[config.mk]
export PLATFORM = sky130hd
export DESIGN_NAME = nfh_ctrl
export DESIGN_NICKNAME = d
export VERILOG_FILES = /design/src/rtl/nfh_pkg.sv /design/src/rtl/nfh_sync.sv /design/src/rtl/nfh_ctrl.sv
export SDC_FILE = /design/constraint.sdc
export NUM_CORES = 1
export LEC_CHECK = 0
export ABC_CLOCK_PERIOD_IN_PS = 1700
export BUFFER_PORTS_ARGS = -buffer_cell sky130_fd_sc_hd__buf_2
export CAP_MARGIN = 5
export CORE_AREA = 2 2 77 79
export DETAILED_ROUTE_END_ITERATION = 10
export DIE_AREA = 0 0 79 81
export GPL_ROUTABILITY_DRIVEN = 0
export PLACE_DENSITY = 0.76
export SYNTH_ARGS = -nofsm -noshare
export SYNTH_HDL_FRONTEND = slang
export SYNTH_SLANG_ARGS = --single-unit
[constraint.sdc]
create_clock -name i_clock -period 1.7 [get_ports i_clock]
set_input_delay 0.34 -clock i_clock [delete_from_list [all_inputs] [get_ports i_clock]]
set_output_delay 0.34 -clock i_clock [all_outputs]
set_load 0.05 [all_outputs]
[src/rtl/nfh_pkg.sv]
// Package of constants for the NAND flash host pin controller
package nfh_pkg;
    // Array geometry
    localparam int PAGES_PER_BLOCK     = 32;
    localparam int HALF_PAGE_BYTES     = 256;
    localparam int SPARE_BYTES         = 16;
    localparam int MAIN_WORDS          = 256;
    localparam int SPARE_WORDS         = 8;
    localparam int MAX_BLOCKS          = 4096;
    localparam int MIN_VALID_BLOCKS    = 4016;
    // Timing
    localparam int CLOCK_MHZ           = 200;
    localparam int RECOVERY_US         = 10;
    localparam int RECOVERY_CYCLES     = RECOVERY_US * CLOCK_MHZ;
    localparam int STROBE_CYCLES       = 4;
    // Operation kinds requested by the user side
    typedef enum logic [1:0] {
        NFH_OP_CMD  = 2'b00,
        NFH_OP_ADDR = 2'b01,
        NFH_OP_WR   = 2'b10,
        NFH_OP_RD   = 2'b11
    } nfh_op_t;
    // Sequencer states
    typedef enum logic [2:0] {
        NFH_ST_RECOVER = 3'b000,
        NFH_ST_IDLE    = 3'b001,
        NFH_ST_WLOW    = 3'b010,
        NFH_ST_WHIGH   = 3'b011,
        NFH_ST_RLOW    = 3'b100,
        NFH_ST_RHIGH   = 3'b101
    } nfh_state_t;
endpackage

[src/rtl/nfh_sync.sv]
// Three-stage input synchroniser with agreement filter
`timescale 1ns/1ps
module nfh_sync (
    input  wire logic i_clock,
    input  wire logic i_rst_n,
    input  wire logic i_async,
    output logic      o_level
);
    logic [2:0] stage_reg;
    logic [2:0] stage_next;
    logic       level_reg;
    logic       level_next;

    // Shift chain; level changes once stages two and three agree
    always_comb begin
        stage_next = {stage_reg[1:0], i_async};
        level_next = level_reg;
        if (stage_reg[1] == stage_reg[2]) begin
            level_next = stage_reg[2];
        end
    end

    // Registers, read as busy after reset until the line is seen high
    always_ff @(posedge i_clock or negedge i_rst_n) begin
        if (!i_rst_n) begin
            stage_reg <= 3'h0;
            level_reg <= 1'b0;
        end else begin
            stage_reg <= stage_next;
            level_reg <= level_next;
        end
    end

    assign o_level = level_reg;
endmodule

[src/rtl/nfh_ctrl.sv]
// Host-side pin sequencer driving a small-page NAND flash
// ====================================================================
`timescale 1ns/1ps
module nfh_ctrl
    import nfh_pkg::*;
#(
    parameter int WIDE          = 0,
    parameter int RECOVER_COUNT = nfh_pkg::RECOVERY_CYCLES,
    parameter int STROBE_COUNT  = nfh_pkg::STROBE_CYCLES,
    parameter bit CS_IGNORE     = 1'b0
) (
    input  wire logic              i_clock,
    input  wire logic              i_reset_n,
    // User request side
    input  wire logic              i_req_valid,
    input  wire nfh_pkg::nfh_op_t  i_req_op,
    input  wire logic [15:0]       i_req_data,
    input  wire logic              i_req_last,
    input  wire logic              i_wp_enable,
    output logic                   o_req_ready,
    output logic                   o_rsp_valid,
    output logic [15:0]            o_rsp_data,
    output logic                   o_ready_seen,
    // Device pins
    output logic                   o_cs_n,
    output logic                   o_cmd_strobe_in,
    output logic                   o_addr_strobe_in,
    output logic                   o_wr_n,
    output logic                   o_rd_n,
    output logic                   o_wp_n,
    output logic [7:0]             o_low_byte_lane,
    output logic [7:0]             o_low_byte_lane_oe_n,
    input  wire logic [7:0]        i_low_byte_lane,
    output logic [7:0]             o_high_byte_lane,
    output logic [7:0]             o_high_byte_lane_oe_n,
    input  wire logic [7:0]        i_high_byte_lane,
    input  wire logic              i_busy_flag_od
);
    import nfh_pkg::*;

    localparam int CW = $clog2(RECOVER_COUNT + 1);

    // ================================================================
    // Reset release and busy line synchroniser
    logic [1:0] rst_sync_reg;
    logic       rst_n;
    logic       busy_n_level;

    // Two-stage reset release
    always_ff @(posedge i_clock or negedge i_reset_n) begin
        if (!i_reset_n) begin
            rst_sync_reg <= 2'h0;
        end else begin
            rst_sync_reg <= {rst_sync_reg[0], 1'b1};
        end
    end
    assign rst_n = rst_sync_reg[1];

    // Shared open-drain line, low means one or more busy
    nfh_sync u_busy_sync (
        .i_clock (i_clock),
        .i_rst_n (rst_n),
        .i_async (i_busy_flag_od),
        .o_level (busy_n_level)
    );

    // ================================================================
    // Sequencer state
    nfh_state_t  state_reg,   state_next;
    logic [CW-1:0] cnt_reg,   cnt_next;
    nfh_op_t     op_reg,      op_next;
    logic [15:0] data_reg,    data_next;
    logic        last_reg,    last_next;
    logic        cs_n_reg,    cs_n_next;
    logic        cle_reg,     cle_next;
    logic        ale_reg,     ale_next;
    logic        wr_n_reg,    wr_n_next;
    logic        rd_n_reg,    rd_n_next;
    logic        wp_n_reg,    wp_n_next;
    logic        drive_reg,   drive_next;
    logic        rdy_reg,     rdy_next;
    logic        rsp_v_reg,   rsp_v_next;
    logic [15:0] rsp_d_reg,   rsp_d_next;
    logic        seen_reg,    seen_next;
    logic        in_read_reg, in_read_next;

    // Next-state logic for the pin sequencer
    always_comb begin
        state_next   = state_reg;
        cnt_next     = cnt_reg;
        op_next      = op_reg;
        data_next    = data_reg;
        last_next    = last_reg;
        cs_n_next    = cs_n_reg;
        cle_next     = cle_reg;
        ale_next     = ale_reg;
        wr_n_next    = wr_n_reg;
        rd_n_next    = rd_n_reg;
        wp_n_next    = wp_n_reg;
        drive_next   = drive_reg;
        rdy_next     = 1'b0;
        rsp_v_next   = 1'b0;
        rsp_d_next   = rsp_d_reg;
        seen_next    = busy_n_level;
        in_read_next = in_read_reg;
        case (state_reg)
            NFH_ST_RECOVER: begin
                // Hold write strobe high, protect low, no commands
                wr_n_next = 1'b1;
                wp_n_next = 1'b0;
                if (cnt_reg == CW'(RECOVER_COUNT)) begin
                    if (busy_n_level) begin
                        state_next = NFH_ST_IDLE;
                        rdy_next   = 1'b1;
                    end
                end else begin
                    cnt_next = cnt_reg + CW'(1);
                end
            end
            NFH_ST_IDLE: begin
                wp_n_next = i_wp_enable ? 1'b0 : 1'b1;
                // Select follows last op unless a read busy needs it held
                cs_n_next = last_reg;
                if (in_read_reg && !busy_n_level && !CS_IGNORE) begin
                    cs_n_next = 1'b0;
                end
                if (o_req_ready && i_req_valid) begin
                    op_next    = i_req_op;
                    last_next  = i_req_last;
                    // Commands and addresses use the low lane only
                    data_next  = (i_req_op == NFH_OP_WR && WIDE != 0)
                               ? i_req_data
                               : {8'h00, i_req_data[7:0]};
                    cs_n_next  = 1'b0;
                    cle_next   = (i_req_op == NFH_OP_CMD);
                    ale_next   = (i_req_op == NFH_OP_ADDR);
                    cnt_next   = '0;
                    if (i_req_op == NFH_OP_RD) begin
                        drive_next = 1'b0;
                        rd_n_next  = 1'b0;
                        state_next = NFH_ST_RLOW;
                    end else begin
                        drive_next = 1'b1;
                        wr_n_next  = 1'b0;
                        state_next = NFH_ST_WLOW;
                    end
                end else begin
                    rdy_next = 1'b1;
                end
            end
            NFH_ST_WLOW: begin
                if (cnt_reg == CW'(STROBE_COUNT - 1)) begin
                    wr_n_next  = 1'b1; // Rising edge latches
                    cnt_next   = '0;
                    state_next = NFH_ST_WHIGH;
                end else begin
                    cnt_next = cnt_reg + CW'(1);
                end
            end
            NFH_ST_WHIGH: begin
                if (cnt_reg == CW'(STROBE_COUNT - 1)) begin
                    cle_next     = 1'b0;
                    ale_next     = 1'b0;
                    drive_next   = 1'b0;
                    // Address may start a read busy; data or command ends it
                    in_read_next = (op_reg == NFH_OP_ADDR);
                    cs_n_next    = last_reg;
                    rdy_next     = 1'b1;
                    state_next   = NFH_ST_IDLE;
                end else begin
                    cnt_next = cnt_reg + CW'(1);
                end
            end
            NFH_ST_RLOW: begin
                if (cnt_reg == CW'(STROBE_COUNT - 1)) begin
                    // Sample just before the rise, data is valid here
                    rsp_d_next = (WIDE != 0)
                               ? {i_high_byte_lane, i_low_byte_lane}
                               : {8'h00, i_low_byte_lane};
                    rsp_v_next = 1'b1;
                    rd_n_next  = 1'b1;
                    cnt_next   = '0;
                    state_next = NFH_ST_RHIGH;
                end else begin
                    cnt_next = cnt_reg + CW'(1);
                end
            end
            NFH_ST_RHIGH: begin
                if (cnt_reg == CW'(STROBE_COUNT - 1)) begin
                    in_read_next = 1'b0;
                    cs_n_next    = last_reg;
                    rdy_next     = 1'b1;
                    state_next   = NFH_ST_IDLE;
                end else begin
                    cnt_next = cnt_reg + CW'(1);
                end
            end
            default: begin
                state_next = NFH_ST_RECOVER;
                cnt_next   = '0;
            end
        endcase
    end

    // Register bank for the sequencer
    always_ff @(posedge i_clock or negedge rst_n) begin
        if (!rst_n) begin
            state_reg   <= NFH_ST_RECOVER;
            cnt_reg     <= '0;
            op_reg      <= NFH_OP_CMD;
            data_reg    <= 16'h0000;
            last_reg    <= 1'b1;
            cs_n_reg    <= 1'b1;
            cle_reg     <= 1'b0;
            ale_reg     <= 1'b0;
            wr_n_reg    <= 1'b1;
            rd_n_reg    <= 1'b1;
            wp_n_reg    <= 1'b0;
            drive_reg   <= 1'b0;
            rdy_reg     <= 1'b0;
            rsp_v_reg   <= 1'b0;
            rsp_d_reg   <= 16'h0000;
            seen_reg    <= 1'b0;
            in_read_reg <= 1'b0;
        end else begin
            state_reg   <= state_next;
            cnt_reg     <= cnt_next;
            op_reg      <= op_next;
            data_reg    <= data_next;
            last_reg    <= last_next;
            cs_n_reg    <= cs_n_next;
            cle_reg     <= cle_next;
            ale_reg     <= ale_next;
            wr_n_reg    <= wr_n_next;
            rd_n_reg    <= rd_n_next;
            wp_n_reg    <= wp_n_next;
            drive_reg   <= drive_next;
            rdy_reg     <= rdy_next;
            rsp_v_reg   <= rsp_v_next;
            rsp_d_reg   <= rsp_d_next;
            seen_reg    <= seen_next;
            in_read_reg <= in_read_next;
        end
    end

    // ================================================================
    // Outputs straight from flip-flops
    assign o_req_ready      = rdy_reg;
    assign o_rsp_valid      = rsp_v_reg;
    assign o_rsp_data       = rsp_d_reg;
    assign o_ready_seen     = seen_reg;
    assign o_cs_n           = cs_n_reg;
    assign o_cmd_strobe_in  = cle_reg;
    assign o_addr_strobe_in = ale_reg;
    assign o_wr_n           = wr_n_reg;
    assign o_rd_n           = rd_n_reg;
    assign o_wp_n           = wp_n_reg;
    assign o_low_byte_lane  = data_reg[7:0];
    assign o_high_byte_lane = data_reg[15:8];
    // Enables low while driving; high lane only for wide data
    assign o_low_byte_lane_oe_n  = {8{~drive_reg}};
    assign o_high_byte_lane_oe_n = {8{~(drive_reg & (WIDE != 0)
                                        & (op_reg == NFH_OP_WR))}};
endmodule

### Word level (Yosys, flattened, before mapping)

Cells that the tools add are included.

* add/sub/neg operators: 1
* multiply operators: 0
* divide/modulo/power cells: 0
* order comparisons: 0
* equality and inequality tests: 23
* shift operators: 0
* muxes and demuxes: 42
* bitwise gates (word level): 1
* reductions and logical operators: 22

Operators by type and width (number)
* $mux W11: 4
* $pmux W11 S4: 1
* $mux W3: 7
* $mux W1: 20
* $ne A2 B2 Y1 const B: 10
* $pmux W3 S5: 1
* $pmux W1 S2: 7
* $add A11 B1 Y11 const B: 1
* $eq A11 B11 Y1 const B: 1
* $eq A11 B2 Y1 const B: 1
* $reduce_bool A2 Y1: 5
* $reduce_and A3 Y1: 3
* $reduce_and A4 Y1: 2
* $eq A3 B2 Y1 const B: 2
* $eq A3 B3 Y1 const B: 2
* $pmux W1 S3: 2
* $reduce_and A2 Y1: 3
* $reduce_and A6 Y1: 1
* $eq A2 B1 Y1 const B: 2
* $ne A2 B1 Y1 const B: 2
* $reduce_or A2 Y1: 2
* $eq A3 B1 Y1 const B: 1
* $logic_not A3 Y1: 1
* $reduce_bool A3 Y1: 1
* 6 further kinds: 7

* register bits: 50
* bits in latches: 0
* RAM bits: 0
* ROM bits: 0
* bits of input ports: 40
* output and inout bits: 57
* memories kept: 0

### Longest topological paths before layout

Gate-level depths: netlist (run 1).

* word-level depth: 5
* mapped depth: 8

### By module

From an unflattened synthesis (run 1), not the netlist that was laid out.

* cell total of the unflattened synthesis: 266
* area, all modules: 2593.7 um2

By module, submodules not included
* nfh_ctrl: times used 1, cells each 261, area each 2482.4 um2, sequential area each 1156.1 um2
* nfh_sync: times used 1, cells each 5, area each 111.4 um2, sequential area each 100.1 um2

### Least setup slack after synthesis (run 1)

No wires, ideal clock.

* path kind: register to register
* start point: reg cnt_reg[6]
* end point: reg cnt_reg[10]
* library setup time: 0.158 ns
* arrival time: 1.977 ns
* setup slack: -0.435 ns
* stages on the path, launching flop included: 8
* path through: dfrtp_1 -> buf_6 -> or4_4 -> or4_1 -> buf_2 -> buf_6 -> o2111ai_1 -> o221ai_1

* longest elaborated chain between the ends: 3
* elaborated cells on any way between the ends: 10
* those cells by class: 1 x add/sub; 4 x eq/ne; 4 x mux; 1 x reduce/logical

RTL lines
* start: declaration: line nfh_ctrl.sv:70 `logic [CW-1:0] cnt_reg, cnt_next;`
* start signal: assignment: line nfh_ctrl.sv:227 `cnt_reg <= cnt_next;`
* $add A11 B1 Y11, or another cell as far along
* $mux W11, or another cell as far along: line nfh_ctrl.sv:161, nfh_ctrl.sv:189
* $pmux W11 S4 / $reduce_and A3 Y1 (equally long branches)

Parallel ways exist; a longest one is shown, timed or not. The select of a mux whose other input is x is not followed.
A chain may end at the register's enable or synchronous reset.

### Worst setup path in the final report (run 1)

* start point: reg cnt_reg[7]
* end point: reg rsp_d_reg[5] (netlist: o_rsp_data[5])

* longest elaborated chain between the ends: 2

RTL lines
* $eq A11 B2 Y1: line nfh_ctrl.sv:175 `if (cnt_reg == CW'(STROBE_COUNT - 1)) begin`
* $reduce_and A2 Y1 (no line)
* end signal: assignment: line nfh_ctrl.sv:240 `rsp_d_reg <= rsp_d_next;`
* end: declaration: line nfh_ctrl.sv:83 `logic [15:0] rsp_d_reg, rsp_d_next;`

No other way between the ends.

==> run metrics, run 1 <==
status=finished, violations left; violated checks=setup timing; Skew-Pair Late Insertion Delay=310 ps; pre-CTS setup slack=-586 ps; Vias=2429; gr usage total=0.207; Startpoint Class=flip-flop; first-pass GRT wire length=10500 um; fraction of final layout cells sized beyond drive strength 1=0.437; number of global-route vias before repair=2216; Reg area=0.00126 mm^2; # IOs=97; Die W=79 um; die area=0.00640 mm^2; post-detailed-route count of antenna-violating nets=0; DRC=0; Setup TNS=-6140 ps; FILL cells=454; crit path time final=2040 ps; Floorplan Core Area=0.00568 mm^2; final period utilization=1.20; Seq pwr share=0.276; global route total overflow=0; placed insts=438; IO Port Bufs=56; Setup Viol. Count Final=24; htree depth=2; P_int=3.44 mW; Post-Syn Area=0.00264 mm^2; DRT Pass-1 Iters=4; Setup CP Type=flip-flop to flip-flop; most frequent cells in the layout=buf_2 (56), buf_4 (53), nand2_1 (44), dfrtp_1 (43), conb_1 (25); WL/cell=15.3 um; combinational cell fraction of total power=0.591; Synth Register Bits=50; Antenna diodes=0; Slew Limit Fails=0; average size of a mapped cell=9.46 um^2; maximum number of pins on one net before global-route repair=31; root buf cell=clkbuf_8; P per Cell Area=1850 mW/mm^2; CTS Buffer Depth=2; worst hold path class=primary input to flip-flop; Synth async-reset ratio=1.00; NumNets Final=419; fin cells=453; num rows=28; clk_skew=8.54 ps; synth unique cells=50; Starting Density=0.465; WP data arrival=2240 ps; maximum vdd drop=0.00136 V; Lkg Pwr=1.75 nW; CTS Buf Count=5; area of the multi-input gates=0.00129 mm^2; Synth warnings=0; WP data required=1900 ps; critical path peak fanout=9; die height=81 um; Post-Syn Instances=279; RSZ-0062 raised after global routing=true; clock power share=0.134; EDFF count, synth=0; initial antenna violation count=0; Sw Ratio=0.476; commonest non-fill, non-tap cell in the layout=buf_2; vias per cell=5.36; CTS tree=built; synthesis-to-finish area growth=34.9%; switching power=3.13 mW; # Max-Cap Violations=0; 1st-iter DRT viols=200; Worst Setup End Kind=flip-flop; worst setup margin=-342 ps; Largest register FFs=11; final WL=6940 um; Worst-path clk slew=90 ps; Most used DFF post-synth=dfrtp_1; hold violation count in the final report=0; sequential area share after synthesis=0.476; Post-DP HPWL=4690 um; Fmax=490 MHz; CTS Sinks=50
-- stage by stage --
step | power (mW) | hold slack (ps) | util | instance area, um^2
floorplan | 4.09 | 44.4 | - | 2750
CTS | 6.24 | 125 | 0.607 | 3450
detailed placement | 5.12 | 125 | 0.563 | 3190
finish | 6.57 | 129 | 0.627 | 3560
global placement | 5.05 | 126 | 0.563 | 3190
global route | 6.91 | 116 | 0.627 | 3560
-- worst paths after layout --
kind                       slack [ps]                                 end  cells past startpoint                      start
max                              -340           o_rsp_data[5]$_DFFE_PN0P_                      7     cnt_reg[7]$_DFFE_PN0P_
min                               130  u_busy_sync.stage_reg[0]$_DFF_PN0_                      1             i_busy_flag_od
max reg2reg                      -340           o_rsp_data[5]$_DFFE_PN0P_                      7     cnt_reg[7]$_DFFE_PN0P_
min reg2reg                       220              cnt_reg[6]$_DFFE_PN0P_                      0  rst_sync_reg[1]$_DFF_PN0_
max in group asynchronous         910                  o_rd_n$_DFFE_PN1P_                      1  rst_sync_reg[1]$_DFF_PN0_
min in group asynchronous         220              cnt_reg[6]$_DFFE_PN0P_                      0  rst_sync_reg[1]$_DFF_PN0_
-- worst max-delay path, stage by stage, from the launching register on --
cell,delay [ps]
dfrtp_1,390
or4_4,550
buf_4,150
buf_6,120
nor3_4,130
nand4_1,150
buf_6,180
mux2_2,270
-- synthesized netlist by cell type (4+ instances only) --
library cell / count / area [um^2]
nor2_1: 7 / 26.3
o21ai_0: 7 / 35.0
buf_4: 31 / 233
o221ai_1: 5 / 43.8
buf_2: 4 / 20.0
a21oi_1: 6 / 30.0
clkbuf_1: 10 / 37.5
nand4_1: 7 / 43.8
dfrtp_1: 46 / 1150
mux2_2: 8 / 90.1
and3_1: 5 / 31.3
nand3_1: 18 / 90.1
nor3_1: 5 / 25.0
inv_1: 13 / 48.8
dfstp_2: 4 / 105
a31oi_1: 5 / 31.3
nand2_1: 45 / 169
nor4_1: 6 / 37.5
-- power groups by stage --
stage                     logic [mW]  registers [mW]  clock network, mW
after floorplan                 1.78            2.31                  0
after global placement          3.25            1.80                  0
after detailed placement        3.31            1.81                  0
after CTS                       3.55            1.80              0.894
after global routing            4.12            1.85              0.938
final                           3.88            1.81              0.878
-- cell type report --
class / count / area share
Inverter: 13 / 0.0137
Timing Repair Buffer: 115 / 0.212
Sequential cell: 50 / 0.354
Multi-Input combinational cell: 192 / 0.362
Tap cell: 75 / 0.0264
Clock buffer: 5 / 0.0193
Clock inverter: 3 / 0.0137
-- what timing repair did --
item / 4_1_cts / 5_1_grt
setup buffers: 2 / 4
hold buffers: 1 / 0
endpoints found under the hold margin: 2 / 0
gates resized for setup: 23 / 18
setup endpoints to repair: 26 / 30
pin swaps: 7 / 9
-- kinds of logic after synthesis --
group,Yosys count,synth area share
flops,50,0.476
other cells,2,0.00284
simple gates,112,0.218
mux,10,0.0417
xor+xnor,1,0.00332
compound gates,41,0.109
fa+ha+maj,3,0.0133
buf+inv,60,0.137
-- layer usage --
metal,vias up,global-route usage,routed length [um]
met5,-,0,0
met4,0,0.0759,148
met3,18,0.0444,361
met2,93,0.364,3630
met1,1202,0.253,2800
li1,1116,-,-
No activity file was read; power rests on OpenSTA's default activity.
==> run 2: changes to the inputs <==
--- a/config.mk
+++ b/config.mk
@@ -13,6 +13,7 @@
 export DIE_AREA = 0 0 79 81
 export GPL_ROUTABILITY_DRIVEN = 0
 export PLACE_DENSITY = 0.76
+export REMOVE_ABC_BUFFERS = 1
 export SYNTH_ARGS = -nofsm -noshare
 export SYNTH_HDL_FRONTEND = slang
 export SYNTH_SLANG_ARGS = --single-unit
==> run 2 against run 1 <==
- the run still ends with setup timing left
- design area rose by 0.60%
- flip-flop and latch count did not move
- maximum frequency rose by 1.5%
- sequential share of layout area fell by 0.28 points
- clock skew rose by 9.2 ps
- die area did not move
- clock power rose by 3.6%
- total power barely moved
- non-clock buffer count fell by 6
- critical path type unchanged
- largest cell class unchanged
- largest power group unchanged
- highest routed layer unchanged
==> run metrics, run 2 (synthesis results as in run 1) <==
status=finished, violations left; violated checks=setup timing; # IOs=97 (unchanged); Max stage delay cell, worst path=or4_4; DRT Pass-1 Iters=4 (unchanged); first-pass GRT wire length=10300 um (-1.9%); synthesis-to-finish area growth=35.7%; worst setup margin=-313 ps (+29.4 ps); Worst Setup End Kind=flip-flop; global route total overflow=0 (unchanged); root buf cell=clkbuf_8; Setup Viol. Count Final=23 (-4.2%); critical path's top delay family=simple AND/OR/NAND/NOR gates; clk_skew=17.8 ps (+9.23 ps); hold path start=i_busy_flag_od; P per Cell Area=1830 mW/mm^2 (-0.68%); worst r2r src=cnt_reg[10]$_DFFE_PN0P_; Worst-path clk slew=90 ps (about the same); WL/cell=15.3 um (-0.32%); Lkg Pwr=1.75 nW (+0.31%); number of global-route vias before repair=2227 (+0.50%); Setup CP Type=flip-flop to flip-flop; num rows=28 (unchanged); Starting Density=0.465 (unchanged); WP data arrival=2180 ps (-60 ps); die area=0.00640 mm^2 (unchanged); Post-DP HPWL=4470 um (-4.6%); NumNets Final=413 (-1.4%); WP data required=1870 ps (-30 ps); worst hold path class=primary input to flip-flop; IO Port Bufs=56 (unchanged); initial antenna violation count=0 (unchanged); Largest register FFs=11 (unchanged); critical path peak fanout=7 (-2); CTS Sinks=50 (unchanged); CTS tree=built; final WL=6830 um (-1.6%); hold violation count in the final report=0 (unchanged); 1st-iter DRT viols=152 (-24%); Antenna diodes=0 (unchanged); most frequent cells in the layout=buf_2 (56), dfrtp_1 (45), buf_4 (44), nand2_1 (43), conb_1 (25); # Max-Cap Violations=0 (unchanged); final period utilization=1.18 (-0.0173); total power=6.57 mW (about the same); CTS Buffer Depth=2 (unchanged); Skew-Pair Late Insertion Delay=320 ps (about the same); Startpoint Class=flip-flop; fraction of final layout cells sized beyond drive strength 1=0.430 (-0.00640); commonest non-fill, non-tap cell in the layout=buf_2; crit path time final=2010 ps (-29.4 ps); DRC=0 (unchanged); fin cells=447 (-1.3%); htree depth=2 (unchanged); Vias=2354 (-3.1%); Rel. slew slack=0.632; CTS Buf Count=5 (unchanged); start point of the critical path=cnt_reg[10]$_DFFE_PN0P_; Crit path top cell by count=or4_4; vias per cell=5.27 (-1.8%); maximum number of pins on one net before global-route repair=29 (-6.5%); placed insts=431 (-1.6%); Buf/Inv on CP=1 (-2); Floorplan Core Area=0.00568 mm^2 (unchanged); Die W=79 um (unchanged); die height=81 um (unchanged); Setup TNS=-5170 ps (+965 ps); post-detailed-route count of antenna-violating nets=0 (unchanged); maximum vdd drop=0.000951 V (-30%); gr usage total=0.207 (-0.000659); Worst Tran Pin Value=550 ps; Fmax=497 MHz (+1.5%); slowest stage delay, CP=560 ps (about the same); RSZ-0062 raised after global routing=true; Slew Limit Fails=0 (unchanged); CP cell instances=or4_4 -> or4_4 -> buf_8 -> nand2_4 -> o221ai_2
==> run 2: cell type report <==
cell class              count  area (um^2)
multi-input cells         192         1340
clock inverters             2         38.8
flip-flops and latches     50         1260
clock buffers               6         82.6
repair buffers            109          723
well taps                  75         93.8
inverters                  13         48.8
fillers                   457         2090
==> run 2: where the power goes <==
part           switching, mW  internal [mW]  total, mW
Clock                  0.425          0.485      0.910
Combinational           2.45           1.39       3.83
Sequential             0.261           1.56       1.82
Total                   3.13           3.43       6.57
==> run 2: final timing paths <==
check / endpoint / slack [ps] / cells after the start
worst min register to register: o_wp_n$_DFFE_PN0P_ / 240 / 0
worst max-delay path: cnt_reg[7]$_DFFE_PN0P_ / -310 / 5
max in group asynchronous: last_reg$_DFFE_PN1P_ / 850 / 1
min in group asynchronous: o_wp_n$_DFFE_PN0P_ / 240 / 0
worst min-delay path: u_busy_sync.stage_reg[0]$_DFF_PN0_ / 130 / 1
worst max register to register: cnt_reg[7]$_DFFE_PN0P_ / -310 / 5
==> run 2: what timing repair did <==
| item | CTS | global route |
|---|---|---|
| pin swaps | 6 | 16 |
| resized for setup | 18 | 33 |
| setup endpoints to repair | 27 | 30 |
| setup buffers | 1 | 6 |
| hold endpoints to repair | 2 | 0 |
| hold buffers | 1 | 0 |
| gates cloned | 1 | 0 |
==> run 2: worst register-to-register path, cell delays in order (launching register included) <==
cell and delay, ps:
dfrtp_1 390, or4_4 560, or4_4 560, buf_8 170
nand2_4 100, o221ai_2 110
==> run 2: metal layers <==
layer | track usage | up-vias | part of all wire
met5 | 0 | - | 0
li1 | - | 1104 | -
met2 | 0.342 | 93 | 0.51
met3 | 0.0433 | 13 | 0.053
met1 | 0.254 | 1144 | 0.42
met4 | 0.112 | 0 | 0.023
==> run 2: through the flow <==
step	worst slack (ps)	instance area, um^2	utilization	hold slack, ps
global placement	-587	3140	0.553	126
detailed placement	-670	3140	0.553	126
floorplan	-1310	2410	-	44.4
CTS	-295	3370	0.593	126
finish	-313	3580	0.631	130
global route	-350	3580	0.631	116
==> run 3: changes to the inputs <==
--- a/config.mk
+++ b/config.mk
@@ -5,14 +5,15 @@
 export SDC_FILE = /design/constraint.sdc
 export NUM_CORES = 1
 export LEC_CHECK = 0
-export ABC_CLOCK_PERIOD_IN_PS = 1700
+export ABC_CLOCK_PERIOD_IN_PS = 2450
 export BUFFER_PORTS_ARGS = -buffer_cell sky130_fd_sc_hd__buf_2
 export CAP_MARGIN = 5
-export CORE_AREA = 2 2 77 79
+export CORE_AREA = 2 2 74 76
+export CTS_CLUSTER_SIZE = 25
 export DETAILED_ROUTE_END_ITERATION = 10
-export DIE_AREA = 0 0 79 81
+export DIE_AREA = 0 0 76 78
 export GPL_ROUTABILITY_DRIVEN = 0
-export PLACE_DENSITY = 0.76
+export PLACE_DENSITY = 0.82
 export REMOVE_ABC_BUFFERS = 1
 export SYNTH_ARGS = -nofsm -noshare
 export SYNTH_HDL_FRONTEND = slang
==> constraint.sdc (replaced) <==
create_clock -name i_clock -period 2.45 [get_ports i_clock]
set_input_delay 0.49 -clock i_clock [delete_from_list [all_inputs] [get_ports i_clock]]
set_output_delay 0.49 -clock i_clock [all_outputs]
set_load 0.05 [all_outputs]
==> run 3 against run 2 <==
- the run now ends clean
- flip-flop and latch count unchanged
- first-iteration DRC count grew 26%
- die area is 7.4% lower
- wire length shrank 17%
- clock skew is 5.9 ps lower
- worst setup slack better by 570 ps
- combinational power decreased by 52%
- count of clock-buffer cells in the layout down 1
- sequential share of layout area up 6.5 points
- critical endpoint unchanged
==> run metrics, run 3 (synthesis results as in run 1) <==
first-pass GRT wire length=9650 um (-6.2%); worst r2r src=cnt_reg[8]$_DFFE_PN0P_; # Max-Cap Violations=0 (unchanged); Worst Setup EP=cnt_reg[7]$_DFFE_PN0P_; die height=78 um (-3.7%); FILL cells=420 (-8.1%); WP data required=2610 ps (+740 ps); initial antenna violation count=0 (unchanged); CTS Buf Count=5 (unchanged); Floorplan Core Area=0.00504 mm^2 (-11%); Setup CP Type=flip-flop to flip-flop; Setup Viol. Count Final=0 (-100%); Post-DP HPWL=4060 um (-9.3%); Max stage delay cell, worst path=or4_4; critical path peak fanout=7 (unchanged); commonest non-fill, non-tap cell in the layout=buf_2; IO Port Bufs=56 (unchanged); global route total overflow=0 (unchanged); Sw Ratio=0.489 (+0.0122); Fmax=455 MHz (-8.3%); synthesis-to-finish area growth=14.4%; DRT Pass-1 Iters=4 (unchanged); RSZ-0062 raised after global routing=false; DRC=0 (unchanged); Slew Limit Fails=0 (unchanged); worst hold path class=flip-flop to asynchronous set/reset pin; FF-to-FF setup slack=250 ps (+570 ps); Startpoint Class=flip-flop; die area=0.00593 mm^2 (-7.4%); Worst Setup End Kind=flip-flop; clk_skew=11.9 ps (-5.87 ps); slowest stage delay, CP=570 ps (about the same); CTS Buffer Depth=2 (unchanged); R2R Path End=cnt_reg[7]$_DFFE_PN0P_; start point of the critical path=cnt_reg[8]$_DFFE_PN0P_; num rows=26 (-7.1%); # IOs=97 (unchanged); R2R cell count=5 (unchanged); final WL=5660 um (-17%); Skew-Pair Late Insertion Delay=310 ps (about the same); pre-CTS setup slack=-43.0 ps (+627 ps); status=completed; Antenna diodes=0 (unchanged); final period utilization=0.896 (-0.288); gr usage total=0.201 (-0.00598); Worst Tran Pin Value=682 ps (+132 ps); WL/cell=14.0 um (-8.3%); most frequent cells in the layout=buf_2 (56), nand2_1 (45), dfrtp_1 (45), conb_1 (25), nand3_1 (18); clock power share=0.161 (+0.022); CP cell instances=or4_4 -> or4_1 -> buf_4 -> nand2_1 -> o221ai_1; maximum number of pins on one net before global-route repair=37 (+28%); CTS Sinks=50 (unchanged); NumNets Final=375 (-9.2%); vias per cell=5.30 (+0.73%); Final Util=0.599 (-0.0324); WP data arrival=2360 ps (+180 ps); Rel. slew slack=0.545 (-0.0875); P_int=1.92 mW (-44%); hold violation count in the final report=0 (unchanged); htree depth=2 (unchanged); Starting Density=0.524 (+0.0584); 1st-iter DRT viols=192 (+26%); number of global-route vias before repair=1972 (-11%); Lkg Pwr=1.48 nW (-15%); Die W=76 um (-3.8%); worst setup margin=254 ps (+567 ps); post-detailed-route count of antenna-violating nets=0 (unchanged); fraction of final layout cells sized beyond drive strength 1=0.287 (-0.143); P per Cell Area=1240 mW/mm^2 (-32%); Largest register FFs=11 (unchanged); maximum vdd drop=0.000640 V (-33%); root buf cell=clkbuf_8; combinational cell fraction of total power=0.493 (-0.091); CTS tree=built; Vias=2143 (-9.0%); Seq pwr share=0.346 (+0.068); crit path time final=2200 ps (+183 ps); Worst-path clk slew=100 ps (about the same); switching power=1.84 mW (-41%)
[run 3: how the worst min path moves through the flow]
stage | startpoint | end | slack (ps) | cells after the start
after floorplan | i_reset_n | rst_sync_reg[0]$_DFF_PN0_ | 190 | 0
after global placement | rst_sync_reg[1]$_DFF_PN0_ | cnt_reg[2]$_DFFE_PN0P_ | 160 | 0
after detailed placement | rst_sync_reg[1]$_DFF_PN0_ | cnt_reg[2]$_DFFE_PN0P_ | 160 | 0
after CTS | rst_sync_reg[1]$_DFF_PN0_ | state_reg[0]$_DFFE_PN0P_ | 160 | 0
after global routing | rst_sync_reg[1]$_DFF_PN0_ | state_reg[0]$_DFFE_PN0P_ | 170 | 0
final | rst_sync_reg[1]$_DFF_PN0_ | cnt_reg[4]$_DFFE_PN0P_ | 140 | 0
[run 3: power groups by stage]
stage / logic [mW] / clock network (mW) / registers (mW)
6_report: 1.85 / 0.604 / 1.30
5_1_grt: 2.01 / 0.639 / 1.35
4_1_cts: 1.85 / 0.610 / 1.30
3_5_place_dp: 1.83 / 0 / 1.31
3_3_place_gp: 1.79 / 0 / 1.30
2_1_floorplan: 0.984 / 0 / 1.67
[run 3: metal layers]
layer,global-route usage,up-vias,wire length [um]
li1,-,1031,-
met1,0.280,1018,2490
met2,0.318,86,2730
met3,0.0453,8,369
met4,0.0564,0,74
met5,0,-,0
[run 3: metrics by stage]
step / hold WS, ps / std cells / TNS (ps) / instance area (um^2) / power, mW
floorplan: 194 / 255 / -5900 / 2410 / 2.66
global placement: 156 / 395 / 0 / 2890 / 3.09
detailed placement: 160 / 395 / -65.1 / 2890 / 3.14
CTS: 160 / 404 / 0 / 3020 / 3.76
global route: 171 / 404 / 0 / 3020 / 4.00
finish: 143 / 404 / 0 / 3020 / 3.75
[run 3: worst max-delay path: cells and delay by family (launching register included)]
| kind | cells | cell delay, ps |
|---|---|---|
| AOI/OAI and AO/OA | 1 | 140 |
| buffers and inverters | 1 | 190 |
| DFF | 1 | 450 |
| and+or+nand+nor | 3 | 1260 |
[run 3: what timing repair did]
action                                 CTS  global route
buffers inserted                         0             0
endpoints found under the hold margin    2             0
hold buffers                             1             0
resized for setup                        1             0
setup endpoints to repair                2             0
[run 3: cell type report]
cell class,instances,area [um^2],area share
clock buffer,5,68.8,0.0228
sequential,50,1260,0.416
multi-input combinational,192,1110,0.369
timing repair buffer,71,395,0.131
inverter,13,48.8,0.0162
tap,70,87.6,0.0290
clock inverter,3,47.5,0.0157
